### src/brs_pkg.sv
// brs_pkg: shared constants and types for the buck regulator sequencer
// assumes a 125 MHz system clock and a synchronous, supply-derived reset
package brs_pkg;

	// ------------------------------------------------------------
	// clock and timing
	// ------------------------------------------------------------
	localparam int CLK_MHZ    = 125;
	localparam int T_BIAS_US  = 250;
	localparam int T_DLY1_US  = 1000;
	localparam int T_DLY2_US  = 2000;
	localparam int T_DLY3_US  = 3000;
	localparam int T_BLANK_US = 65;
	// time per 5 mV step at the fastest slew setting (0.2 ms/V)
	localparam int T_STEP_US  = 1;
	localparam int STEP_CYC   = T_STEP_US * CLK_MHZ;
	localparam int CNT_W      = 20;

	// ------------------------------------------------------------
	// i2c target
	// ------------------------------------------------------------
	localparam logic [6:0] I2C_ADDR   = 7'h5B;
	localparam logic [7:0] ADDR_VOUT  = 8'h00;
	localparam logic [7:0] ADDR_CTL_ONE = 8'h01;
	localparam logic [7:0] ADDR_CTL_TWO = 8'h02;
	localparam logic [7:0] ADDR_STAT  = 8'h03;

	// ------------------------------------------------------------
	// reset values and voltage scale
	// ------------------------------------------------------------
	localparam logic [7:0]  VOUT_RST  = 8'h50;
	localparam logic [7:0]  CTL_ONE_RST = 8'h00;
	localparam logic [7:0]  CTL_TWO_RST = 8'h27;
	localparam logic [11:0] MV_BASE   = 12'h258;
	localparam logic [11:0] MV_KNEE   = 12'h500;
	localparam logic [7:0]  KNEE_CODE = 8'h44;
	localparam logic [11:0] MV_STEP   = 12'h005;

	typedef struct packed {
		logic [3:0] rsvd;
		logic [1:0] on_time_select;
		logic [1:0] en_delay;
	} brs_ctl_one_t;

	typedef struct packed {
		logic       forced_switching_bit;
		logic       full_duty_disable;
		logic       discharge_enable;
		logic       rsvd;
		logic [3:0] slew;
	} brs_ctl_two_t;

	// analog comparator flags, all active high
	typedef struct packed {
		logic input_undervoltage_lockout;
		logic fault;
		logic pg_rise;
		logic pg_fall;
		logic duty_max;
		logic vout_low;
	} brs_cmp_t;

	typedef enum logic [1:0] {
		S_OFF,
		S_DELAY,
		S_SOFT,
		S_REG
	} brs_state_t;

	typedef enum logic [2:0] {
		I_IDLE,
		I_ADDR,
		I_ACK,
		I_WDATA,
		I_RDATA,
		I_RACK
	} brs_i2c_t;

endpackage : brs_pkg

### src/brs_sequencer.sv
// brs_sequencer: enable, soft-start, power-ok and i2c control of a buck stage
// assumes pins are synchronous to clk, comparator flags are synchronised here; rst_n tracks
// the input-supply power-on reset so registers survive an enable drop
`timescale 1ns/1ps
module brs_sequencer
	import brs_pkg::*;
#(
	parameter logic [brs_pkg::CNT_W-1:0] BIAS_CYC  = brs_pkg::CNT_W'(brs_pkg::T_BIAS_US * brs_pkg::CLK_MHZ),
	parameter logic [brs_pkg::CNT_W-1:0] DLY1_CYC  = brs_pkg::CNT_W'(brs_pkg::T_DLY1_US * brs_pkg::CLK_MHZ),
	parameter logic [brs_pkg::CNT_W-1:0] DLY2_CYC  = brs_pkg::CNT_W'(brs_pkg::T_DLY2_US * brs_pkg::CLK_MHZ),
	parameter logic [brs_pkg::CNT_W-1:0] DLY3_CYC  = brs_pkg::CNT_W'(brs_pkg::T_DLY3_US * brs_pkg::CLK_MHZ),
	parameter logic [brs_pkg::CNT_W-1:0] BLANK_CYC = brs_pkg::CNT_W'(brs_pkg::T_BLANK_US * brs_pkg::CLK_MHZ)
)
(
	// clock and reset
	input  wire logic              clk,
	input  wire logic              rst_n,
	// control pins and variant strap
	input  wire logic              reg_on,
	input  wire logic              ext_range,
	input  wire brs_pkg::brs_cmp_t cmp_in,
	// i2c pins
	input  wire logic              scl_in,
	input  wire logic              sda_in,
	output logic                   sda_out,
	output logic                   sda_oe,
	// power stage controls
	output logic                   power_ok_output,
	output logic                   switch_en,
	output logic                   hs_latch_on,
	output logic                   discharge_on,
	output logic                   forced_pwm,
	output logic [1:0]             on_time_select,
	output logic [11:0]            ref_mv
);
	import brs_pkg::*;

	function automatic logic [11:0] code_to_mv(input logic [7:0] code, input logic ext);
		logic [11:0] c;
		c = {4'h0, code};
		if (!ext)
			code_to_mv = MV_BASE + MV_STEP * c;
		else if (code <= KNEE_CODE)
			code_to_mv = MV_BASE + (MV_STEP << 1) * c;
		else
			code_to_mv = MV_KNEE + (MV_STEP << 2) * (c - {4'h0, KNEE_CODE});
	endfunction : code_to_mv

	// ------------------------------------------------------------
	// comparator synchronisers
	// ------------------------------------------------------------
	brs_cmp_t cmp_m_reg;
	brs_cmp_t cmp_reg;
	always_ff @(posedge clk)
	begin
		if (!rst_n)
		begin
			cmp_m_reg <= '0;
			cmp_reg   <= '0;
		end
		else
		begin
			cmp_m_reg <= cmp_in;
			cmp_reg   <= cmp_m_reg;
		end
	end

	// ------------------------------------------------------------
	// i2c target and registers
	// ------------------------------------------------------------
	logic [7:0] vout_code_reg;
	brs_ctl_one_t ctl_one_reg;
	brs_ctl_two_t ctl_two_reg;
	brs_i2c_t   i2c_reg;
	logic [7:0] shift_reg;
	logic [7:0] ptr_reg;
	logic [3:0] bits_reg;
	logic       rw_reg;
	logic       ptr_set_reg;
	logic       scl_q_reg;
	logic       sda_q_reg;
	brs_state_t state_reg;
	logic [11:0] ramp_reg;

	wire scl_rise   = scl_in & ~scl_q_reg;
	wire scl_fall   = ~scl_in & scl_q_reg;
	wire bus_start  = scl_in & scl_q_reg & sda_q_reg & ~sda_in;
	wire bus_stop   = scl_in & scl_q_reg & ~sda_q_reg & sda_in;
	wire [7:0] stat = {4'h0, hs_latch_on, power_ok_output, state_reg};
	logic [7:0] rd_data;

	always_comb
	begin
		unique case (ptr_reg)
			ADDR_VOUT:  rd_data = vout_code_reg;
			ADDR_CTL_ONE: rd_data = ctl_one_reg;
			ADDR_CTL_TWO: rd_data = ctl_two_reg;
			ADDR_STAT:  rd_data = stat;
			default:    rd_data = 8'h00;
		endcase
	end

	always_ff @(posedge clk)
	begin
		if (!rst_n)
		begin
			scl_q_reg <= 1'b1;
			sda_q_reg <= 1'b1;
		end
		else
		begin
			scl_q_reg <= scl_in;
			sda_q_reg <= sda_in;
		end
	end

	// registers only follow rst_n, never reg_on
	always_ff @(posedge clk)
	begin
		if (!rst_n)
		begin
			vout_code_reg <= VOUT_RST;
			ctl_one_reg   <= CTL_ONE_RST;
			ctl_two_reg   <= CTL_TWO_RST;
			i2c_reg       <= I_IDLE;
			shift_reg     <= 8'h00;
			ptr_reg       <= 8'h00;
			bits_reg      <= 4'h0;
			rw_reg        <= 1'b0;
			ptr_set_reg   <= 1'b0;
			sda_oe        <= 1'b0;
			sda_out       <= 1'b0;
		end
		else if (cmp_reg.input_undervoltage_lockout)
		begin
			i2c_reg <= I_IDLE;
			sda_oe  <= 1'b0;
		end
		else if (bus_start)
		begin
			i2c_reg  <= I_ADDR;
			bits_reg <= 4'h0;
			sda_oe   <= 1'b0;
		end
		else if (bus_stop)
		begin
			i2c_reg <= I_IDLE;
			sda_oe  <= 1'b0;
		end
		else
		begin
			unique case (i2c_reg)
				I_IDLE: ;
				I_ADDR, I_WDATA:
				begin
					if (scl_rise && bits_reg != 4'h8)
					begin
						shift_reg <= {shift_reg[6:0], sda_in};
						bits_reg  <= bits_reg + 4'h1;
					end
					else if (scl_fall && bits_reg == 4'h8)
					begin
						bits_reg <= 4'h0;
						if (i2c_reg == I_ADDR)
						begin
							if (shift_reg[7:1] == I2C_ADDR)
							begin
								rw_reg      <= shift_reg[0];
								ptr_set_reg <= 1'b0;
								sda_oe      <= 1'b1;
								i2c_reg     <= I_ACK;
							end
							else
								i2c_reg <= I_IDLE;
						end
						else
						begin
							if (!ptr_set_reg)
							begin
								ptr_reg     <= shift_reg;
								ptr_set_reg <= 1'b1;
							end
							else
							begin
								unique case (ptr_reg)
									ADDR_VOUT:  vout_code_reg <= shift_reg;
									ADDR_CTL_ONE: ctl_one_reg <= shift_reg;
									ADDR_CTL_TWO: ctl_two_reg <= shift_reg;
									default: ;
								endcase
								ptr_reg <= ptr_reg + 8'h01;
							end
							sda_oe  <= 1'b1;
							i2c_reg <= I_ACK;
						end
					end
				end
				I_ACK:
				begin
					if (scl_fall)
					begin
						if (rw_reg)
						begin
							shift_reg <= {rd_data[6:0], 1'b0};
							sda_oe    <= ~rd_data[7];
							bits_reg  <= 4'h1;
							i2c_reg   <= I_RDATA;
						end
						else
						begin
							sda_oe  <= 1'b0;
							i2c_reg <= I_WDATA;
						end
					end
				end
				I_RDATA:
				begin
					if (scl_fall)
					begin
						if (bits_reg == 4'h8)
						begin
							sda_oe   <= 1'b0;
							ptr_reg  <= ptr_reg + 8'h01;
							i2c_reg  <= I_RACK;
						end
						else
						begin
							sda_oe    <= ~shift_reg[7];
							shift_reg <= {shift_reg[6:0], 1'b0};
							bits_reg  <= bits_reg + 4'h1;
						end
					end
				end
				I_RACK:
				begin
					// a nack from the host ends the read
					if (scl_rise)
						i2c_reg <= sda_in ? I_IDLE : I_ACK;
				end
				default: i2c_reg <= I_IDLE;
			endcase
		end
	end

	// ------------------------------------------------------------
	// start-up sequence
	// ------------------------------------------------------------
	logic [CNT_W-1:0] dly_cnt_reg;
	logic [CNT_W-1:0] dly_sel;
	logic [11:0]      step_cnt_reg;
	logic [11:0]      target_mv;
	wire              stop_req = ~reg_on | cmp_reg.input_undervoltage_lockout | cmp_reg.fault;

	always_comb
	begin
		unique case (ctl_one_reg.en_delay)
			2'b00: dly_sel = BIAS_CYC;
			2'b01: dly_sel = DLY1_CYC;
			2'b10: dly_sel = DLY2_CYC;
			2'b11: dly_sel = DLY3_CYC;
		endcase
		target_mv = code_to_mv(vout_code_reg, ext_range);
	end

	always_ff @(posedge clk)
	begin
		if (!rst_n)
		begin
			state_reg   <= S_OFF;
			dly_cnt_reg <= '0;
		end
		else if (stop_req)
		begin
			state_reg   <= S_OFF;
			dly_cnt_reg <= '0;
		end
		else
		begin
			unique case (state_reg)
				S_OFF: state_reg <= S_DELAY;
				S_DELAY:
				begin
					dly_cnt_reg <= dly_cnt_reg + 1'b1;
					if (dly_cnt_reg >= dly_sel - 1'b1)
						state_reg <= S_SOFT;
				end
				S_SOFT:
				begin
					if (ramp_reg == target_mv)
						state_reg <= S_REG;
				end
				S_REG: ;
			endcase
		end
	end

	// ramp moves 5 mV per (slew+1) us, so duration scales with target volts
	always_ff @(posedge clk)
	begin
		if (!rst_n || state_reg == S_OFF || state_reg == S_DELAY)
		begin
			ramp_reg     <= 12'h000;
			step_cnt_reg <= 12'h000;
		end
		else if (ramp_reg != target_mv)
		begin
			if (step_cnt_reg >= 12'(STEP_CYC) * ({8'h00, ctl_two_reg.slew} + 12'h001) - 12'h001)
			begin
				step_cnt_reg <= 12'h000;
				if (ramp_reg + MV_STEP <= target_mv)
					ramp_reg <= ramp_reg + MV_STEP;
				else if (ramp_reg > target_mv + MV_STEP)
					ramp_reg <= ramp_reg - MV_STEP;
				else
					ramp_reg <= target_mv;
			end
			else
				step_cnt_reg <= step_cnt_reg + 12'h001;
		end
		else
			step_cnt_reg <= 12'h000;
	end

	// ------------------------------------------------------------
	// power-ok with hysteresis and blanking
	// ------------------------------------------------------------
	logic [CNT_W-1:0] blank_cnt_reg;
	// comparator flags select the 91 or 87 percent threshold by pg state
	wire pg_cond = power_ok_output ? ~cmp_reg.pg_fall : cmp_reg.pg_rise;

	always_ff @(posedge clk)
	begin
		if (!rst_n || stop_req || state_reg != S_REG)
		begin
			power_ok_output <= 1'b0;
			blank_cnt_reg   <= '0;
		end
		else if (pg_cond == power_ok_output)
			blank_cnt_reg <= '0;
		else if (blank_cnt_reg >= BLANK_CYC - 1'b1)
		begin
			power_ok_output <= pg_cond;
			blank_cnt_reg   <= '0;
		end
		else
			blank_cnt_reg <= blank_cnt_reg + 1'b1;
	end

	// ------------------------------------------------------------
	// power stage controls
	// ------------------------------------------------------------
	always_ff @(posedge clk)
	begin
		if (!rst_n || stop_req)
		begin
			switch_en    <= 1'b0;
			hs_latch_on  <= 1'b0;
			forced_pwm   <= 1'b0;
			discharge_on <= rst_n & ~cmp_reg.input_undervoltage_lockout & ctl_two_reg.discharge_enable;
		end
		else
		begin
			switch_en    <= state_reg == S_SOFT || state_reg == S_REG;
			discharge_on <= 1'b0;
			forced_pwm   <= ctl_two_reg.forced_switching_bit;
			if (ctl_two_reg.full_duty_disable || !switch_en)
				hs_latch_on <= 1'b0;
			else if (cmp_reg.vout_low)
				hs_latch_on <= 1'b0;
			else if (cmp_reg.duty_max)
				hs_latch_on <= 1'b1;
		end
	end

	always_ff @(posedge clk)
	begin
		if (!rst_n)
		begin
			on_time_select <= 2'b00;
			ref_mv         <= 12'h000;
		end
		else
		begin
			on_time_select <= ctl_one_reg.on_time_select;
			ref_mv         <= ramp_reg;
		end
	end
endmodule : brs_sequencer

### config.mk
export PLATFORM = sky130hd
export DESIGN_NAME = brs_sequencer
export DESIGN_NICKNAME = d
export VERILOG_FILES = /design/src/brs_pkg.sv /design/src/brs_sequencer.sv
export SDC_FILE = /design/constraint.sdc
export NUM_CORES = 1
export LEC_CHECK = 0
export BUFFER_PORTS_ARGS = -buffer_cell sky130_fd_sc_hd__buf_4
export CORE_MARGIN = 1
export CORE_UTILIZATION = 58
export CTS_CLUSTER_SIZE = 30
export DETAILED_ROUTE_END_ITERATION = 10
export GPL_ROUTABILITY_DRIVEN = 0
export PLACE_DENSITY = 0.78
export SETUP_SLACK_MARGIN = 0.02
export SYNTH_ARGS = -nofsm -noshare
export SYNTH_HDL_FRONTEND = slang
export SYNTH_SLANG_ARGS = --single-unit
### constraint.sdc
create_clock -name clk -period 5.3 [get_ports clk]
set_input_delay 0.53 -clock clk [delete_from_list [all_inputs] [get_ports clk]]
set_output_delay 0.53 -clock clk [all_outputs]
set_load 0.02 [all_outputs]
# After elaboration in Yosys (flattened, before gate mapping)
# Index checks and enable logic that the tools add are counted.
classes:
  addsub: 15
  n_mul: 4
  n_lt_le_gt_ge: 6
  n_eq_ne: 48
  n_mux: 56
  bitwise_logic: 28
  reduce_logical: 39
ops:
  columns: ["operator", "n"]
  rows:
  - ["8-bit two-way mux", 11]
  - ["20-bit one-hot mux with 4 select lines", 1]
  - ["12-bit two-way mux", 4]
  - ["9-bit AND reduction", 5]
  - ["20-bit by 1-bit adder with 20-bit output, second input constant", 2]
  - ["4-bit two-way mux", 8]
  - ["4-bit != test, second input constant", 8]
  - ["8-bit one-hot mux with 4 select lines", 1]
  - ["2-bit != test, second input constant", 14]
  - ["12-bit by 3-bit adder with 12-bit output, second input constant", 2]
  - ["3-bit two-way mux", 8]
  - ["8-bit one-hot mux with 3 select lines", 1]
  - ["3-bit by 8-bit multiplier with 11-bit output, first input constant", 2]
  - ["7-bit AND reduction", 3]
  - ["20-bit by 13-bit greater-or-equal comparator with 1-bit output, second input constant", 1]
  - ["20-bit greater-or-equal comparator", 1]
  - ["20-bit by 1-bit subtractor with 20-bit output, second input constant", 1]
  - ["3-bit != test, second input constant", 6]
  - ["1-bit inverter", 17]
  - ["8-bit by 2-bit equality test with 1-bit output, second input constant", 2]
  - ["8-bit one-hot mux with 2 select lines", 1]
  - ["8-bit AND reduction", 2]
  - ["3-bit one-hot mux with 5 select lines", 1]
  - ["1-bit two-way mux", 13]
  - ["49 further kinds", 81]
totals:
  ff_bits: 149
  input_bits: 12
  out_inout_bits: 21
  elab_cells: 239

# Logic depth before layout (Yosys ltp)
logic_depth:
  depth_word: 9
  ltp_mapped: 28
  mapped_depth_nobuf: 25

# Worst setup path before layout
# No wires, ideal clock.
synth_timing:
  path_type: "reg-to-reg"
  from: "reg vout_code_reg[2]"
  to: "reg ramp_reg[1]"
  setup_time_ns: 0.129
  arrival_time_ns: 5.610
  t_required_ns: 5.171
  slack_ns: -0.439
  path_stages_with_launch: 28
  path_buffers: 3
  synth_period_minus_slack_ns: 5.739
  path_cell_list: "dfxtp_1 inv_1 ha_1 inv_1 ha_1 ha_1 fa_1 a21o_1 a21oi_1 xnor2_1 ha_1 nand3_1 o31a_1 and2_1 clkbuf_1 or3_1 xnor2_1 ha_1 nand4_1 or2_2 a31oi_1 clkbuf_1 clkbuf_1 nor2_1 o21ai_0 o31ai_1 nor3_1 a211oi_1"
synth_via:
  elab_chain_cells: 9
  elab_cells_between_ends: 17
  cone_classes: "add/sub (5); mul (3); order compare (3); eq/ne (1); mux (4); reduce/logical (1)"
synth_lines:
  columns: ["item", "line", "text"]
  rows:
  - ["from (decl)", "brs_sequencer.sv:71", "logic [7:0] vout_code_reg;"]
  - ["from (signal assigned)", "brs_sequencer.sv:186", "ADDR_VOUT: vout_code_reg <= shift_reg;"]
  - ["8-bit by 7-bit subtractor with 9-bit output", "brs_sequencer.sv:46", "code_to_mv = MV_KNEE + (MV_STEP << 2) * (c - {4'h0, KNEE_CODE});"]
  - ["3-bit by 12-bit multiplier with 10-bit output", "brs_sequencer.sv:46", null]
  - ["11-bit by 12-bit adder with 12-bit output", "brs_sequencer.sv:46", null]
  - ["12-bit two-way mux", "brs_sequencer.sv:43", "else if (code <= KNEE_CODE)"]
  - ["12-bit two-way mux (*)", "brs_sequencer.sv:41", "if (!ext)"]
  - ["12-bit by 3-bit adder with 12-bit output", "brs_sequencer.sv:312", "else if (ramp_reg > target_mv + MV_STEP)"]
  - ["12-bit > comparator", "brs_sequencer.sv:312", null]
  - ["12-bit two-way mux", "brs_sequencer.sv:312", null]
  - ["12-bit two-way mux", "brs_sequencer.sv:310", "if (ramp_reg + MV_STEP <= target_mv)"]
  - ["to (signal assigned)", "brs_sequencer.sv:311", "ramp_reg <= ramp_reg + MV_STEP;"]
  - ["to (signal assigned)", "brs_sequencer.sv:313", "ramp_reg <= ramp_reg - MV_STEP;"]
  - ["to (signal assigned)", "brs_sequencer.sv:315", "ramp_reg <= target_mv;"]
  - ["to (decl)", "brs_sequencer.sv:83", "logic [11:0] ramp_reg;"]
# Every way passes the cells marked *; elsewhere a longest branch is shown, timed or not.
# A chain may end at the register's enable or synchronous reset.

# Final worst setup path
layout_timing:
  from: "reg vout_code_reg[4]"
  to: "reg ramp_reg[9]"
# The elaborated chain is that of the path after synthesis.

==> key figures <==
Outcome
  – Outcome: finished clean

Floorplanning
  – Overall die height: 142 um
  – Die Width: 142 um
  – Count of pins on the block boundary: 33
  – Placeable core region: 19000 sq um
  – Num rows: 50
  – Initial core utilization: about three fifths
  – Die area: 20100 sq um

Clock network
  – CTS buffer count: 17
  – Sink count of the clock tree: 149
  – Clock root buffer: clkbuf_16
  – Clock tree from TritonCTS: done
  – Clock transition time at the flip-flop clock pins of the worst setup and hold paths: roughly 0.070 ns
  – Clock Latency Late Sink: 0.43 ns
  – Post-CTS Hold Buffers: 0
  – Buffer depth of the longest clock path: 2
  – CTS H-tree depth: 4

Job
  – Max capacitance violation total: 0

Detailed routing
  – Routed wire length per instance: 17.2 um
  – Initial DRT Pass Iterations: 6
  – Antenna violation net count after detailed routing: 0
  – Via Count: roughly 10000
  – Number of remaining DRC errors: 0
  – Routed wire length: between 20 and 30 mm
  – Vias per cell: 6.05
  – Initial drt markers: 1101

Global routing
  – First-pass GRT wire length: 45.9 mm
  – Largest net degree at the start of global routing: just under 80
  – Global routing usage summed across all routing layers: 28.3%
  – Number of antenna violations at the first check in global routing: 0
  – GRT overflow: 0
  – Vias in the first global route: a little under 10000

Timing
  – Final WS setup: slightly below 0.04 ns
  – Unrepaired setup endpoints after global routing: true
  – Number of setup violations in the final report: 0
  – Worst-case clock skew: 0.00716 ns
  – Minimum clock period after layout: roughly 5.3 ns
  – FMAX: between 0.15 and 0.2 GHz
  – Worst slew margin relative to its limit: around a quarter
  – Setup TNS: 0 ns
  – Number of hold-slack violations in the final timing report: 0
  – Measured slew at the worst slew-check pin: 1.13 ns
  – Fraction of the cycle the final worst path needs: 99.3%
  – Pins over their slew limit: 0

Place
  – Half-perimeter wire length after placement: 19.8 mm
  – Placed instance area: 12200 sq um
  – Pre-CTS WS: -0.113 ns
  – Number of buffers inserted by port buffering: 31

Worst setup path
  – Data required time of the critical path: 5.68 ns
  – Critical path capture point type: flip-flop
  – Highest-delay cell along the critical path: or4_1
  – Series of cell instances along the critical path: nor2_1, nand2_2, xor2_2, ha_1, ha_4, o21ai_1, or2_4, and2_1, ha_1, nand3_2, o31a_1, and2_4, or3_4, xnor2_2, ha_1, nand4_1, or2_4, a31oi_4, nand3_2, o22ai_1, a22oi_1, or4_1, nand2_1
  – CP dominant cell by count: ha_1
  – Category of the worst setup path launch point: flip-flop
  – Data arrival time of the critical path: 5.64 ns
  – Crit-path max FO: 9
  – Stage delay of the slowest cell on the critical path: between 0.4 and 0.5 ns
  – Category of the critical setup timing path: reg2reg

Cells and area
  – Most used cells in the layout excluding fill and tap cells: 142 x dfxtp_1, 124 x ha_1, 117 x nor2_1, 109 x buf_4, 82 x nand2_1
  – Area delta synth->final: 21.4%
  – Post-layout nets: 1614
  – Leading cell type in the layout, fill and taps excluded: dfxtp_1
  – Design area: 13800 sq um
  – Antenna cells: 0
  – Layout cell share with drive strength beyond 1: between 10% and 20%

Power
  – Leakage: 5.88 nW
  – Sequential cell fraction of total power: 44.8%
  – Maximum vdd drop: ~0.00021 V
  – Part of the power in the clock network: 50.1%
  – Net switching component of the power: 0.625 mW
  – Switching share of power: 24.6%
  – Cell-internal power: 1.92 mW
  – Fraction of power consumed by combinational cells: 5.0%
  – Power density of the placed cells: 185 nW/um^2

Yosys
  – Unique masters post-synth: 86
  – Sequential element share of the synthesized area: 26.3%
  – Post-synthesis average cell area: 8.42 sq um
  – Cell area after synthesis: 11300 sq um
  – Number of synthesized register bits: ~150
  – Async S/R FF share, synth: 0%
  – Post-synthesis instance total: between 1000 and 1500
  – Primary FF master, synth: dfxtp_1
  – Synthesis warning total: 0
  – Count of flip-flops with a built-in enable after synthesis: 0

Hold path
  – Path type of the worst min-delay path: in2reg
cell families (layout without fill, tap and decap cells):
group           after synthesis  in the layout  synth area share, %
simple gates                455            455                 20.3
compound gates              312            312                 18.6
fa+ha+maj                   157            157                 18.2
flops                       149            149                 26.3
buf+inv                     131            232                 4.59
xor+xnor                    102            102                 8.44
mux                          39             39                 3.46
other cells                   2             12               0.0662
stage by stage:
stage	utilization (%)	cells	total power, mW	hold slack [ns]
after floorplan	-	1357	1.25	0.412
after global placement	64.5	1649	1.28	0.418
after detailed placement	64.5	1649	1.28	0.420
after CTS	68.7	1694	2.54	0.296
after global routing	72.6	1718	2.63	0.295
final	72.6	1718	2.54	0.304
cell usage after synthesis, drive strengths merged, types with 7 or more instances:
library cell  instances  area (sq um)
dfxtp               149          2980
o211ai                7          52.6
and2                 37           231
o21a                 13          97.6
inv                  79           297
nor3                 27           140
and3                 17           106
xnor2                52           455
or3                  11          73.8
mux2i                37           370
nand2b               17           106
nand2                86           323
nand4                18           113
xor2                 46           410
a211oi               13          97.6
ha                  143          1790
clkbuf               39           150
a21o                 23           174
a22oi                17           128
nor2                119           447
a31oi                 7          43.8
o21ai                60           304
buf                  13          73.8
or2                   7          43.8
o31ai                 7          52.6
fa                   14           280
a21oi                85           425
nand3                42           210
nor2b                46           288
final timing paths:
kind	start	endpoint	slack, ns	depth (start not counted)
hold / removal	cmp_in[5]	cmp_m_reg[5]$_SDFF_PN0_	0.30	2
setup / recovery	vout_code_reg[4]$_SDFFE_PN1P_	ramp_reg[9]$_SDFFE_PP0P_	0.04	23
setup reg to reg	vout_code_reg[4]$_SDFFE_PN1P_	ramp_reg[9]$_SDFFE_PP0P_	0.04	23
hold reg to reg	cmp_m_reg[2]$_SDFF_PN0_	cmp_reg[2]$_SDFF_PN0_	0.43	1
worst max-delay path, delay by kind of cell (launching register included):
| kind | cells | cell delay [ns] |
|---|---|---|
| xor+xnor | 2 | 0.30 |
| flops | 1 | 0.40 |
| compound gates | 5 | 0.77 |
| fa+ha+maj | 4 | 1.25 |
| simple gates | 12 | 2.46 |
layer usage:
metal / global-route usage [%] / part of all wire, % / up-vias
met4: 9.45 / 2.2 / 0
li1: - / - / 4976
met1: 36.4 / 43 / 4949
met2: 47.5 / 48 / 406
met5: 0 / 0 / -
met3: 5.43 / 6.7 / 69
final cells by class:
| type | instances | area [sq um] |
|---|---|---|
| tap | 260 | 325 |
| sequential | 149 | 3000 |
| fill | 1356 | 5190 |
| inverter | 79 | 302 |
| clock buffer | 19 | 453 |
| multi-input combinational | 1077 | 8530 |
| timing repair buffer | 121 | 988 |
| clock inverter | 13 | 165 |
power groups by stage:
stage               Sequential, mW  Clock [mW]  Combinational (mW)
CTS                           1.14        1.28               0.119
global placement              1.17           0               0.114
floorplan                     1.16           0              0.0863
global route                  1.14        1.35               0.141
finish                        1.14        1.27               0.128
detailed placement            1.17           0               0.117
repair_timing:
item                       4_1_cts  5_1_grt
cloned                           1        2
gates resized for setup         20      119
buffers inserted                12       22
pin swaps                       14       58
setup endpoints to repair       23       24
Note: power is estimated with default switching activity, not from simulation.
